===== src/rtl/page_seq_params.svh =====
`ifndef PAGE_SEQ_PARAMS_SVH
`define PAGE_SEQ_PARAMS_SVH
`define PAGE_W         7
`define PIN_W          3
`define WD_W           12
`define ADDR_W         24
`define FACTORY_PAGE   7'h00
`define APP_PAGE_LOCAL 7'h01
`define FACTORY_ADDR   24'h00_0000
`define ADDR_PAGE_LSB  16
`define OSC_HZ         10_000_000
`define CLK_HZ         100_000_000
`define OSC_DIV        (`CLK_HZ / `OSC_HZ)
`define WD_SHIFT       5
`define CAUSE_W        4
`define CAUSE_STATUS   0
`define CAUSE_CRC      1
`define CAUSE_WD       2
`define CAUSE_RESET    3
`endif


===== src/rtl/page_seq_pkg.sv =====
package page_seq_pkg;
  typedef enum logic [1:0] {
    SCHEME_FAST_PARALLEL,
    SCHEME_PASSIVE_SERIAL,
    SCHEME_PARALLEL_ASYNC,
    SCHEME_ACTIVE_SERIAL
  } scheme_t;
  typedef enum {
    ST_POWER_UP,
    ST_LOAD,
    ST_USER,
    ST_RECONFIG
  } seq_state_t;
endpackage


===== src/rtl/osc_tick_if.sv =====
`timescale 1ns/1ps
interface osc_tick_if;
  logic tick;
  modport src (output tick);
  modport dst (input  tick);
endinterface


===== src/rtl/osc_tick_gen.sv =====
`timescale 1ns/1ps
`include "page_seq_params.svh"
module osc_tick_gen (
  input  wire logic clk_i,
  input  wire logic rst_b_i,
  osc_tick_if.src   tick_o
);
  localparam int CNT_W = $clog2(`OSC_DIV);
  logic [CNT_W-1:0] cnt_reg;
  logic [CNT_W-1:0] cnt_next;
  logic             tick_reg;
  logic             tick_next;

  always_comb begin
    tick_next = (cnt_reg == CNT_W'(`OSC_DIV - 1));
    cnt_next  = tick_next ? '0 : cnt_reg + CNT_W'(1);
  end

  always_ff @(posedge clk_i or negedge rst_b_i) begin
    if (!rst_b_i) begin
      cnt_reg  <= '0;
      tick_reg <= 1'b0;
    end else begin
      cnt_reg  <= cnt_next;
      tick_reg <= tick_next;
    end
  end

  assign tick_o.tick = tick_reg;
endmodule


===== src/rtl/remote_upgrade_page_sequencer.sv =====
`timescale 1ns/1ps
`include "page_seq_params.svh"
// Function
// - Remote mode powers up on factory page zero, pins and register zero.
// - Factory image fetched from serial memory start address zero.
// - Record reconfiguration cause: status low, CRC, watchdog, config reset.
// - Watchdog held disabled while factory configuration is loaded.
// - Remote mode reloads factory page zero after any recorded cause.
// - Active serial scheme: device reads memory at current page address.
// - Local mode drives page one on power up or config reset.
// - Local mode retries factory page zero on CRC or status-low error.
// - Local mode external config reset reloads application page one.
// - Active serial scheme runs remote mode only, never local mode.
// - Local mode allows status reads, blocks every control write.
// - Local mode keeps the watchdog disabled at all times.
// - Serial start address is page register at bits 22..16, rest zero.
// - Control and watchdog advance on the 10 MHz oscillator tick; status cause records at once.
module remote_upgrade_page_sequencer (
  // Clock and reset
  input  wire logic                     clk_i,
  input  wire logic                     rst_b_i,
  // Mode and scheme straps
  input  wire logic                     update_mode_select_i,
  input  wire page_seq_pkg::scheme_t    scheme_i,
  // Configuration pins and events
  input  wire logic                     config_status_n_i,
  input  wire logic                     config_reset_n_i,
  input  wire logic                     logic_config_reset_i,
  input  wire logic                     crc_error_i,
  input  wire logic                     load_done_i,
  // Control register write port from the factory design
  input  wire logic                     ctrl_wr_i,
  input  wire logic [`PAGE_W-1:0]       ctrl_page_i,
  input  wire logic                     ctrl_wd_en_i,
  input  wire logic [`WD_W-1:0]         ctrl_wd_timeout_i,
  input  wire logic                     reconfig_req_i,
  input  wire logic                     wd_restart_i,
  // Page selection outputs
  output logic [`PIN_W-1:0]             page_index_o,
  output logic [`PAGE_W-1:0]            page_reg_o,
  output logic [`ADDR_W-1:0]            flash_addr_o,
  output logic                          flash_read_o,
  output logic                          config_start_o,
  // Status
  output logic                          remote_mode_o,
  output logic                          app_not_factory_o,
  output logic                          user_mode_o,
  output logic                          wd_enabled_o,
  output logic [`CAUSE_W-1:0]           status_cause_o,
  output logic                          ctrl_wr_blocked_o
);
  osc_tick_if osc ();
  osc_tick_gen u_osc (
    .clk_i   (clk_i),
    .rst_b_i (rst_b_i),
    .tick_o  (osc)
  );

  // Three-stage synchronisers for pins; first stage feeds only the second
  logic [2:0] sts_sync_reg;
  logic [2:0] rst_sync_reg;
  logic [2:0] mode_sync_reg;
  logic       sts_low_reg;
  logic       cfg_rst_low_reg;
  logic       sts_low_next;
  logic       cfg_rst_low_next;
  // Counts shift-ins so the strap is never taken from reset contents
  logic [1:0] fill_reg;
  logic [1:0] fill_next;

  always_comb begin
    fill_next        = (fill_reg == 2'h3) ? fill_reg : fill_reg + 2'h1;
    sts_low_next     = sts_low_reg;
    cfg_rst_low_next = cfg_rst_low_reg;
    if (sts_sync_reg[1] == sts_sync_reg[2]) begin
      sts_low_next = !sts_sync_reg[2];
    end
    if (rst_sync_reg[1] == rst_sync_reg[2]) begin
      cfg_rst_low_next = !rst_sync_reg[2];
    end
  end

  always_ff @(posedge clk_i or negedge rst_b_i) begin
    if (!rst_b_i) begin
      sts_sync_reg    <= 3'b111;
      rst_sync_reg    <= 3'b111;
      mode_sync_reg   <= 3'b000;
      fill_reg        <= 2'h0;
      sts_low_reg     <= 1'b0;
      cfg_rst_low_reg <= 1'b0;
    end else begin
      sts_sync_reg    <= {sts_sync_reg[1:0], config_status_n_i};
      rst_sync_reg    <= {rst_sync_reg[1:0], config_reset_n_i};
      mode_sync_reg   <= {mode_sync_reg[1:0], update_mode_select_i};
      fill_reg        <= fill_next;
      sts_low_reg     <= sts_low_next;
      cfg_rst_low_reg <= cfg_rst_low_next;
    end
  end

  function automatic logic [`ADDR_W-1:0] start_addr(input logic [`PAGE_W-1:0] pg);
    start_addr = `FACTORY_ADDR | (`ADDR_W'(pg) << `ADDR_PAGE_LSB);
  endfunction

  page_seq_pkg::seq_state_t state_reg;
  page_seq_pkg::seq_state_t state_next;
  logic                        remote_reg,   remote_next;
  logic                        anf_reg,      anf_next;
  logic [`PAGE_W-1:0]          page_reg,     page_next;
  logic                        wd_en_reg,    wd_en_next;
  logic [`WD_W-1:0]            wd_to_reg,    wd_to_next;
  logic [`WD_W+`WD_SHIFT-1:0]  wd_cnt_reg,   wd_cnt_next;
  logic [`CAUSE_W-1:0]         cause_reg,    cause_next;
  logic                        pend_wr_reg,  pend_wr_next;
  logic [`PAGE_W-1:0]          pend_pg_reg,  pend_pg_next;
  logic                        pend_wd_reg,  pend_wd_next;
  logic [`WD_W-1:0]            pend_to_reg,  pend_to_next;
  logic                        start_next;
  logic                        blocked_next;
  logic                        wd_timeout;
  logic                        err_evt;
  logic                        rst_evt;

  assign err_evt    = crc_error_i || sts_low_reg;
  assign rst_evt    = cfg_rst_low_reg || logic_config_reset_i;
  assign wd_timeout = wd_en_reg && (wd_cnt_reg == '0);

  always_comb begin
    state_next   = state_reg;
    remote_next  = remote_reg;
    anf_next     = anf_reg;
    page_next    = page_reg;
    wd_en_next   = wd_en_reg;
    wd_to_next   = wd_to_reg;
    wd_cnt_next  = wd_cnt_reg;
    cause_next   = cause_reg;
    pend_wr_next = pend_wr_reg;
    pend_pg_next = pend_pg_reg;
    pend_wd_next = pend_wd_reg;
    pend_to_next = pend_to_reg;
    start_next   = 1'b0;
    blocked_next = 1'b0;
    // Factory design writes land on the fast clock; committed on the osc tick
    if (ctrl_wr_i) begin
      if (remote_reg && !anf_reg) begin
        pend_wr_next = 1'b1;
        pend_pg_next = ctrl_page_i;
        pend_wd_next = ctrl_wd_en_i;
        pend_to_next = ctrl_wd_timeout_i;
      end else begin
        blocked_next = 1'b1;
      end
    end
    case (state_reg)
      page_seq_pkg::ST_POWER_UP: begin
        // Mode taken once the sampled strap has settled; never revisited
        if (fill_reg == 2'h3 && mode_sync_reg[1] == mode_sync_reg[2]) begin
          remote_next = mode_sync_reg[2] || (scheme_i == page_seq_pkg::SCHEME_ACTIVE_SERIAL);
          anf_next    = !remote_next;
          page_next   = remote_next ? `FACTORY_PAGE : `APP_PAGE_LOCAL;
          wd_en_next  = 1'b0;
          state_next  = page_seq_pkg::ST_LOAD;
          start_next  = 1'b1;
        end
      end
      page_seq_pkg::ST_LOAD: begin
        if (err_evt) begin
          cause_next = `CAUSE_W'(1 << (sts_low_reg ? `CAUSE_STATUS : `CAUSE_CRC));
          state_next = page_seq_pkg::ST_RECONFIG;
          pend_wr_next = 1'b0;
        end else if (load_done_i) begin
          state_next  = page_seq_pkg::ST_USER;
          wd_cnt_next = {wd_to_reg, {`WD_SHIFT{1'b1}}};
        end
      end
      page_seq_pkg::ST_USER: begin
        if (osc.tick && wd_en_reg && !wd_timeout) begin
          wd_cnt_next = wd_cnt_reg - 1'b1;
        end
        if (wd_restart_i) begin
          wd_cnt_next = {wd_to_reg, {`WD_SHIFT{1'b1}}};
        end
        if (rst_evt) begin
          cause_next = `CAUSE_W'(1 << `CAUSE_RESET);
          state_next = page_seq_pkg::ST_RECONFIG;
          pend_wr_next = 1'b0;
        end else if (err_evt) begin
          cause_next = `CAUSE_W'(1 << (sts_low_reg ? `CAUSE_STATUS : `CAUSE_CRC));
          state_next = page_seq_pkg::ST_RECONFIG;
          pend_wr_next = 1'b0;
        end else if (wd_timeout) begin
          cause_next = `CAUSE_W'(1 << `CAUSE_WD);
          state_next = page_seq_pkg::ST_RECONFIG;
          pend_wr_next = 1'b0;
        end else if (reconfig_req_i && remote_reg && !anf_reg && (pend_wr_reg || pend_wr_next)) begin
          // Factory-requested jump to an application page
          state_next = page_seq_pkg::ST_RECONFIG;
        end
      end
      page_seq_pkg::ST_RECONFIG: begin
        // Control commits on the oscillator tick; status cause was recorded on entry
        if (osc.tick) begin
          state_next = page_seq_pkg::ST_LOAD;
          start_next = 1'b1;
          // Status keeps its last cause, so only a surviving write marks a factory request
          if (!pend_wr_reg) begin
            if (!remote_reg && cause_reg[`CAUSE_RESET]) begin
              page_next = `APP_PAGE_LOCAL;
              anf_next  = 1'b1;
            end else begin
              page_next = `FACTORY_PAGE;
              anf_next  = 1'b0;
            end
            wd_en_next = 1'b0;
          end else begin
            page_next    = pend_pg_reg;
            anf_next     = 1'b1;
            wd_en_next   = pend_wd_reg;
            wd_to_next   = pend_to_reg;
            pend_wr_next = 1'b0;
          end
        end
      end
      default: state_next = page_seq_pkg::ST_POWER_UP;
    endcase
    if (!remote_reg || !anf_next) begin
      wd_en_next = 1'b0;
    end
  end

  always_ff @(posedge clk_i or negedge rst_b_i) begin
    if (!rst_b_i) begin
      state_reg         <= page_seq_pkg::ST_POWER_UP;
      remote_reg        <= 1'b1;
      anf_reg           <= 1'b0;
      page_reg          <= `FACTORY_PAGE;
      wd_en_reg         <= 1'b0;
      wd_to_reg         <= '0;
      wd_cnt_reg        <= '0;
      cause_reg         <= '0;
      pend_wr_reg       <= 1'b0;
      pend_pg_reg       <= '0;
      pend_wd_reg       <= 1'b0;
      pend_to_reg       <= '0;
      config_start_o    <= 1'b0;
      ctrl_wr_blocked_o <= 1'b0;
      page_index_o      <= '0;
      page_reg_o        <= '0;
      flash_addr_o      <= `FACTORY_ADDR;
      flash_read_o      <= 1'b0;
      remote_mode_o     <= 1'b1;
      app_not_factory_o <= 1'b0;
      user_mode_o       <= 1'b0;
      wd_enabled_o      <= 1'b0;
      status_cause_o    <= '0;
    end else begin
      state_reg         <= state_next;
      remote_reg        <= remote_next;
      anf_reg           <= anf_next;
      page_reg          <= page_next;
      wd_en_reg         <= wd_en_next;
      wd_to_reg         <= wd_to_next;
      wd_cnt_reg        <= wd_cnt_next;
      cause_reg         <= cause_next;
      pend_wr_reg       <= pend_wr_next;
      pend_pg_reg       <= pend_pg_next;
      pend_wd_reg       <= pend_wd_next;
      pend_to_reg       <= pend_to_next;
      config_start_o    <= start_next;
      ctrl_wr_blocked_o <= blocked_next;
      page_index_o      <= page_next[`PIN_W-1:0];
      page_reg_o        <= page_next;
      flash_addr_o      <= start_addr(page_next);
      flash_read_o      <= (scheme_i == page_seq_pkg::SCHEME_ACTIVE_SERIAL)
                           && (state_next == page_seq_pkg::ST_LOAD);
      remote_mode_o     <= remote_next;
      app_not_factory_o <= anf_next;
      user_mode_o       <= (state_next == page_seq_pkg::ST_USER);
      wd_enabled_o      <= wd_en_next;
      status_cause_o    <= cause_next;
    end
  end
endmodule


===== config.mk =====
export PLATFORM = sky130hd
export DESIGN_NAME = remote_upgrade_page_sequencer
export DESIGN_NICKNAME = d
export VERILOG_FILES = /design/src/rtl/page_seq_pkg.sv /design/src/rtl/osc_tick_if.sv /design/src/rtl/osc_tick_gen.sv /design/src/rtl/remote_upgrade_page_sequencer.sv
export VERILOG_INCLUDE_DIRS = /design/src /design/src/rtl
export SDC_FILE = /design/constraint.sdc
export NUM_CORES = 1
export LEC_CHECK = 0
export BUFFER_PORTS_ARGS = -buffer_cell sky130_fd_sc_hd__buf_4
export CAP_MARGIN = 20
export CELL_PAD_IN_SITES_DETAIL_PLACEMENT = 0
export CELL_PAD_IN_SITES_GLOBAL_PLACEMENT = 2
export CORE_AREA = 2 2 111 140
export CTS_CLUSTER_DIAMETER = 30
export DETAILED_ROUTE_END_ITERATION = 8
export DIE_AREA = 0 0 113 142
export HOLD_SLACK_MARGIN = 0.06
export PLACE_DENSITY = 0.83
export SKIP_CTS_REPAIR_TIMING = 1
export SLEW_MARGIN = 20
export SYNTH_ARGS = -nofsm -noshare
export SYNTH_HDL_FRONTEND = slang
export SYNTH_HIERARCHICAL = 1
export SYNTH_SLANG_ARGS = --single-unit

===== constraint.sdc =====
create_clock -name clk_i -period 2.55 [get_ports clk_i]
set_input_delay 0.765 -clock clk_i [delete_from_list [all_inputs] [get_ports clk_i]]
set_output_delay 0.765 -clock clk_i [all_outputs]
set_load 0.02 [all_outputs]

==> results of run 1 <==
critical path, stage by stage (launching register included):
cell       delay (ns)
dfrtp_1          0.41
or4_1            0.56
or4_4            0.58
o21ba_1          0.24
a2111oi_0        0.44
a21oi_1          0.08
synth_stat cells, types with 3 or more instances:
library cell  number  area, µm²
buf_4             27        203
inv_1             10       37.5
nand2_1           11       41.3
o211ai_1           3       22.5
o31ai_1            7       52.6
or2_2              3       18.8
or4_1              4       30.0
buf_2              3       15.0
clkbuf_1          14       52.6
dfrtp_1          111       2780
nand2b_1           5       31.3
nand4_1            3       18.8
o21a_1             5       37.5
ha_1               3       37.5
o21ai_0           15       75.1
mux2_2            35        394
xnor2_1            3       26.3
a2bb2oi_1          6       52.6
a22o_1             8       70.1
nor3_1            20        100
a21o_1             3       22.5
a21oi_1           17       85.1
nand3_1            7       35.0
and3_1             6       37.5
nor4_1            12       75.1
dfstp_2            7        184
nor2_1            29        109
metal layers:
layer	wire length, µm	part of all wire, %
met5	0	0
met4	117	1.1
met3	376	3.7
met2	5440	53
met1	4270	42
final timing paths:
check | from | endpoint | slack, ns | cells past startpoint
max reg2reg | wd_cnt_reg[13] | pend_wr_reg | 0.12 | 5
max in group asynchronous | rst_b_i | sts_sync_reg[1] | 1.59 | 2
min in group clk_i | mode_sync_reg[0] | mode_sync_reg[1] | 0.35 | 0
min reg2reg | mode_sync_reg[0] | mode_sync_reg[1] | 0.35 | 0
min | rst_b_i | pend_pg_reg[2] | 0.26 | 1
max | wd_cnt_reg[13] | pend_wr_reg | 0.12 | 5
final cells by class:
class / count / area [µm²]
Inverter: 10 / 37.5
Fill cell: 1430 / 8560
Clock buffer: 21 / 450
Multi-Input combinational cell: 286 / 1860
Tap cell: 182 / 228
Sequential cell: 118 / 2960
Clock inverter: 11 / 103
Timing Repair Buffer: 74 / 568
layout by cell type, fill, tap and decap left out, drive strengths merged, types with 3 or more instances in the layout:
cell type / synthesis / layout
dfstp: 7 / 7
nor2b: 3 / 3
dfrtp: 111 / 111
o21ai: 16 / 16
a21o: 3 / 3
inv: 10 / 12
xnor2: 3 / 3
nand3: 7 / 7
nand4: 3 / 3
or4: 5 / 5
nor4: 13 / 13
clkbuf: 14 / 21
nand2b: 5 / 5
a21oi: 18 / 18
o211ai: 3 / 3
or2: 3 / 3
nand2: 11 / 11
o21a: 5 / 5
a2bb2oi: 6 / 6
buf: 30 / 74
mux2: 36 / 36
clkinvlp: 0 / 6
nor3: 20 / 20
nor2: 29 / 29
a22o: 8 / 8
conb: 1 / 47
o31ai: 7 / 7
ha: 3 / 3
and3: 6 / 6
through the flow:
stage	setup WS (ns)	area, µm²	hold slack [ns]
2_1_floorplan	0.146	5120	0.331
3_3_place_gp	0.169	5650	0.337
3_5_place_dp	0.143	5650	0.336
4_1_cts	0.119	6210	0.263
5_1_grt	0.0273	6210	0.268
6_report	0.118	6210	0.260
power groups by stage:
stage	sequential, mW	clock (mW)	combinational [mW]
after detailed placement	1.96	0	0.145
after global routing	1.93	2.33	0.162
after floorplan	1.96	0	0.0685
after global placement	1.96	0	0.143
final	1.93	2.19	0.143
after CTS	1.93	2.24	0.145
cell families after synthesis:
| kind of cell | synth area share, % |
|---|---|
| fa+ha+maj | 0.759 |
| mux | 8.47 |
| buf+inv | 6.22 |
| compound gates | 11.2 |
| flops | 59.9 |
| xor+xnor | 0.531 |
| simple gates | 12.9 |
| other cells | 0.0758 |
==> metrics.txt, run 1 <==
share of layout cells above drive strength 1=30.0%; violated checks=design-rule violations; Avg WL per Cell=14.5 µm; via-per-instance ratio=4.80; Avg Cell Area, Syn=12.0 µm²; Final Util=42.0%; IO Port Bufs=60; worst skew pair latency=0.40 ns; P_int=3.33 mW; maximum clock path buffer count=2; global-route wire length before repair=17.3 mm; M1 GR Usage=16.1%; # DRC=4; Synth Instances=412; critical path endpoint category=flop; WL final=10.2 mm; routability cong.=0.811; Core Area=14,800 µm²; overall die height=142 µm; Final #Nets=543; Mapped Area=4950 µm²; PwrDens=687 nW/µm²; Starting Density=33.5%; Combinational Power Share=3.3%; Final Power=4.27 mW; Post-synth EDFFs=0; largest net degree at the start of global routing=70; DIE AREA=16,000 µm²; Synth Flop Type=dfrtp_1; Pins Over Slew Limit=0; CTS root buf=clkbuf_16; status=finished, violations left; Max Fclk=0.411 GHz; placed insts=670; crit path kind=reg2reg; clock skew=0.0106 ns; setup TNS=0 ns; ys async rst share=100%; ANT nets after route=0; RSZ-0062 raised after global routing=no; static leakage power=3.01 nW; hold crit path type=in2async; P_sw=0.934 mW; WP data arrival=2.70 ns; Max Fanout on Critical Path=5; Synth Register Bits=118; total CTS buffers=17; GRT Residual Overflow=0; fin crit share=95.4%; CP required=2.81 ns; crit path launch type=flop; Final Hold Viols=0; ant diodes=0; Slew @ Worst Pin=0.586 ns; GR met3 Demand/Resource=3.19%; number of global-route vias before repair=3,517; Area Growth Syn to Fin=25.5%; CTS sink count=118; GRT busiest layer=met2; Setup-failing EPs final=0; Yosys warnings=6; sw frac=21.9%; Rows=50; max reg flops=32; Ports=78; Max-Cap Viols=0; vias=3,372; GR Util met2=23.8%; initial detailed-routing violation count=192; worst relative slew slack=60.6%; TritonRoute pass-1 iters=6; CTS tree=yes; initial antenna violation count=0; Die X=113 µm; Seq pwr share=45.3%; Finished Layout Cells=702; post-synthesis sequential area ratio=59.9%; clock power share=51.4%; VDD IR max=463 µV; H-tree Lvls=4; Post-DP HPWL=7.09 mm; GRT Overall Usage=13.5%; CTS clk-pin slew, worst paths=0.05 ns; Tmin final=2.43 ns; Yosys cell types=56
(Power assumes the default switching activity.)
==> run 2: changes to the inputs <==
--- a/config.mk
+++ b/config.mk
@@ -15,7 +15,7 @@
 export DETAILED_ROUTE_END_ITERATION = 8
 export DIE_AREA = 0 0 113 142
 export HOLD_SLACK_MARGIN = 0.06
-export PLACE_DENSITY = 0.83
+export PLACE_DENSITY = 0.84
 export SKIP_CTS_REPAIR_TIMING = 1
 export SLEW_MARGIN = 20
 export SYNTH_ARGS = -nofsm -noshare
==> metrics.txt, run 2 (synthesis gave the netlist of run 1 again) <==
CTS root buf=clkbuf_16; VDD IR max=540 µV; static leakage power=3.10 nW; share of layout cells above drive strength 1=31.1%; fillers=1,420; Max Fanout on Critical Path=5; GRT Overall Usage=13.9%; Final #Nets=547; # DRC=1; Post-DP HPWL=7.12 mm; violated checks=design-rule violations; Rows=50; CTS sink count=118; critical path endpoint category=flop; Final Hold Viols=0; H-tree Lvls=4; global-route wire length before repair=17.5 mm; PwrDens=743 nW/µm²; maximum clock path buffer count=2; Critical-path top delay cell=or4_4; commonest cells after routing, fill and taps aside=dfrtp_1 (111), buf_4 (76), conb_1 (47); pre-CTS setup slack=0.166 ns; overall die height=142 µm; CTS clk-pin slew, worst paths=0.05 ns; initial antenna violation count=0; most common cell after layout, fill and taps aside=dfrtp_1; Max Fclk=0.416 GHz; ant diodes=0; Die X=113 µm; clock skew=0.00842 ns; Reg2Reg Depth=5; critical path depth in cells=5; ANT nets after route=0; Pins Over Slew Limit=0; Ports=78; Area Growth Syn to Fin=28.6%; setup TNS=0 ns; GRT Residual Overflow=0; Finished Layout Cells=706; Hold Slack=0.346 ns; CP required=2.82 ns; largest net degree at the start of global routing=47; Max-Cap Viols=0; status=finished, violations left; RSZ-0062 raised after global routing=no; initial detailed-routing violation count=144; worst setup margin=0.146 ns; Starting Density=33.5%; WL final=10.3 mm; Max stage delay on crit path=0.58 ns; worst relative slew slack=58.9%; IO Port Bufs=60; via-per-instance ratio=4.81; Tmin final=2.40 ns; TritonRoute pass-1 iters=6; DIE AREA=16,000 µm²; routability cong.=0.793; Avg WL per Cell=14.6 µm; WP data arrival=2.68 ns; Slew @ Worst Pin=0.612 ns; CTS tree=yes; total CTS buffers=17; worst skew pair latency=0.41 ns; crit path launch type=flop; vias=3,395; placed insts=674; hold crit path type=reg2reg; max reg flops=32; Setup-failing EPs final=0; Core Area=14,800 µm²; CP Cell Sequence=or4_1 > or4_4 > o21ba_1 > a2111oi_0 > a21oi_1; hold depth=0; number of global-route vias before repair=3,514; Crit path buffers/inverters=0; cell family with most CP delay=simple AND/OR/NAND/NOR gates; fin crit share=94.3%; crit path kind=reg2reg
-- run 2: cell types whose count changed in the layout (fill, tap and decap cells not counted), sizes merged --
cell / delta
inv: -1
buf: +4
clkinvlp: -4
clkinv: +2
clkbuf: -1
bufinv: +4
-- run 2: layout make-up --
type	instances	area, µm²	share of cell area, %
Timing Repair Buffer	78	611	9.60
Sequential cell	118	2960	46.6
Clock inverter	12	198	3.11
Inverter	10	37.5	0.590
Multi-Input combinational cell	286	1860	29.2
Clock buffer	20	467	7.34
Tap cell	182	228	3.58
-- run 2: worst reg2reg max path, stage by stage, from the launching register on --
cell	delay, ns
dfrtp_1	0.41
or4_1	0.56
or4_4	0.58
o21ba_1	0.23
a2111oi_0	0.40
a21oi_1	0.09
-- run 2: routing by layer --
| metal | GRT usage [%] | vias up | share of wire, % | wire length, µm |
|---|---|---|---|---|
| li1 | - | 1616 | - | - |
| met1 | 17.4 | 1694 | 43 | 4470 |
| met2 | 22.9 | 73 | 51 | 5280 |
| met3 | 3.32 | 12 | 4.0 | 412 |
| met4 | 6.42 | 0 | 1.4 | 148 |
| met5 | 0 | - | 0 | 0 |
-- run 2: metrics by stage --
step	total power [mW]	utilization [%]	instance area, µm²
after floorplan	2.03	-	5120
after global placement	2.11	38.6	5700
after detailed placement	2.11	38.6	5700
after CTS	4.79	43.1	6360
after global routing	4.90	43.1	6360
final	4.73	43.1	6360
-- run 2: report_power, final --
part | switching (mW) | internal, mW
clock network | 0.841 | 1.81
logic | 0.0912 | 0.0541
registers | 0.0156 | 1.92
-- run 2: path summary, 6_finish.rpt --
path,slack [ns],start,to
setup / recovery,0.15,wd_cnt_reg[13],pend_wr_reg
setup reg to reg,0.15,wd_cnt_reg[13],pend_wr_reg
max in group asynchronous,1.54,rst_b_i,cause_reg[1]
min in group asynchronous,0.36,rst_b_i,pend_pg_reg[4]
hold / removal,0.35,mode_sync_reg[0],mode_sync_reg[1]
hold reg to reg,0.35,mode_sync_reg[0],mode_sync_reg[1]
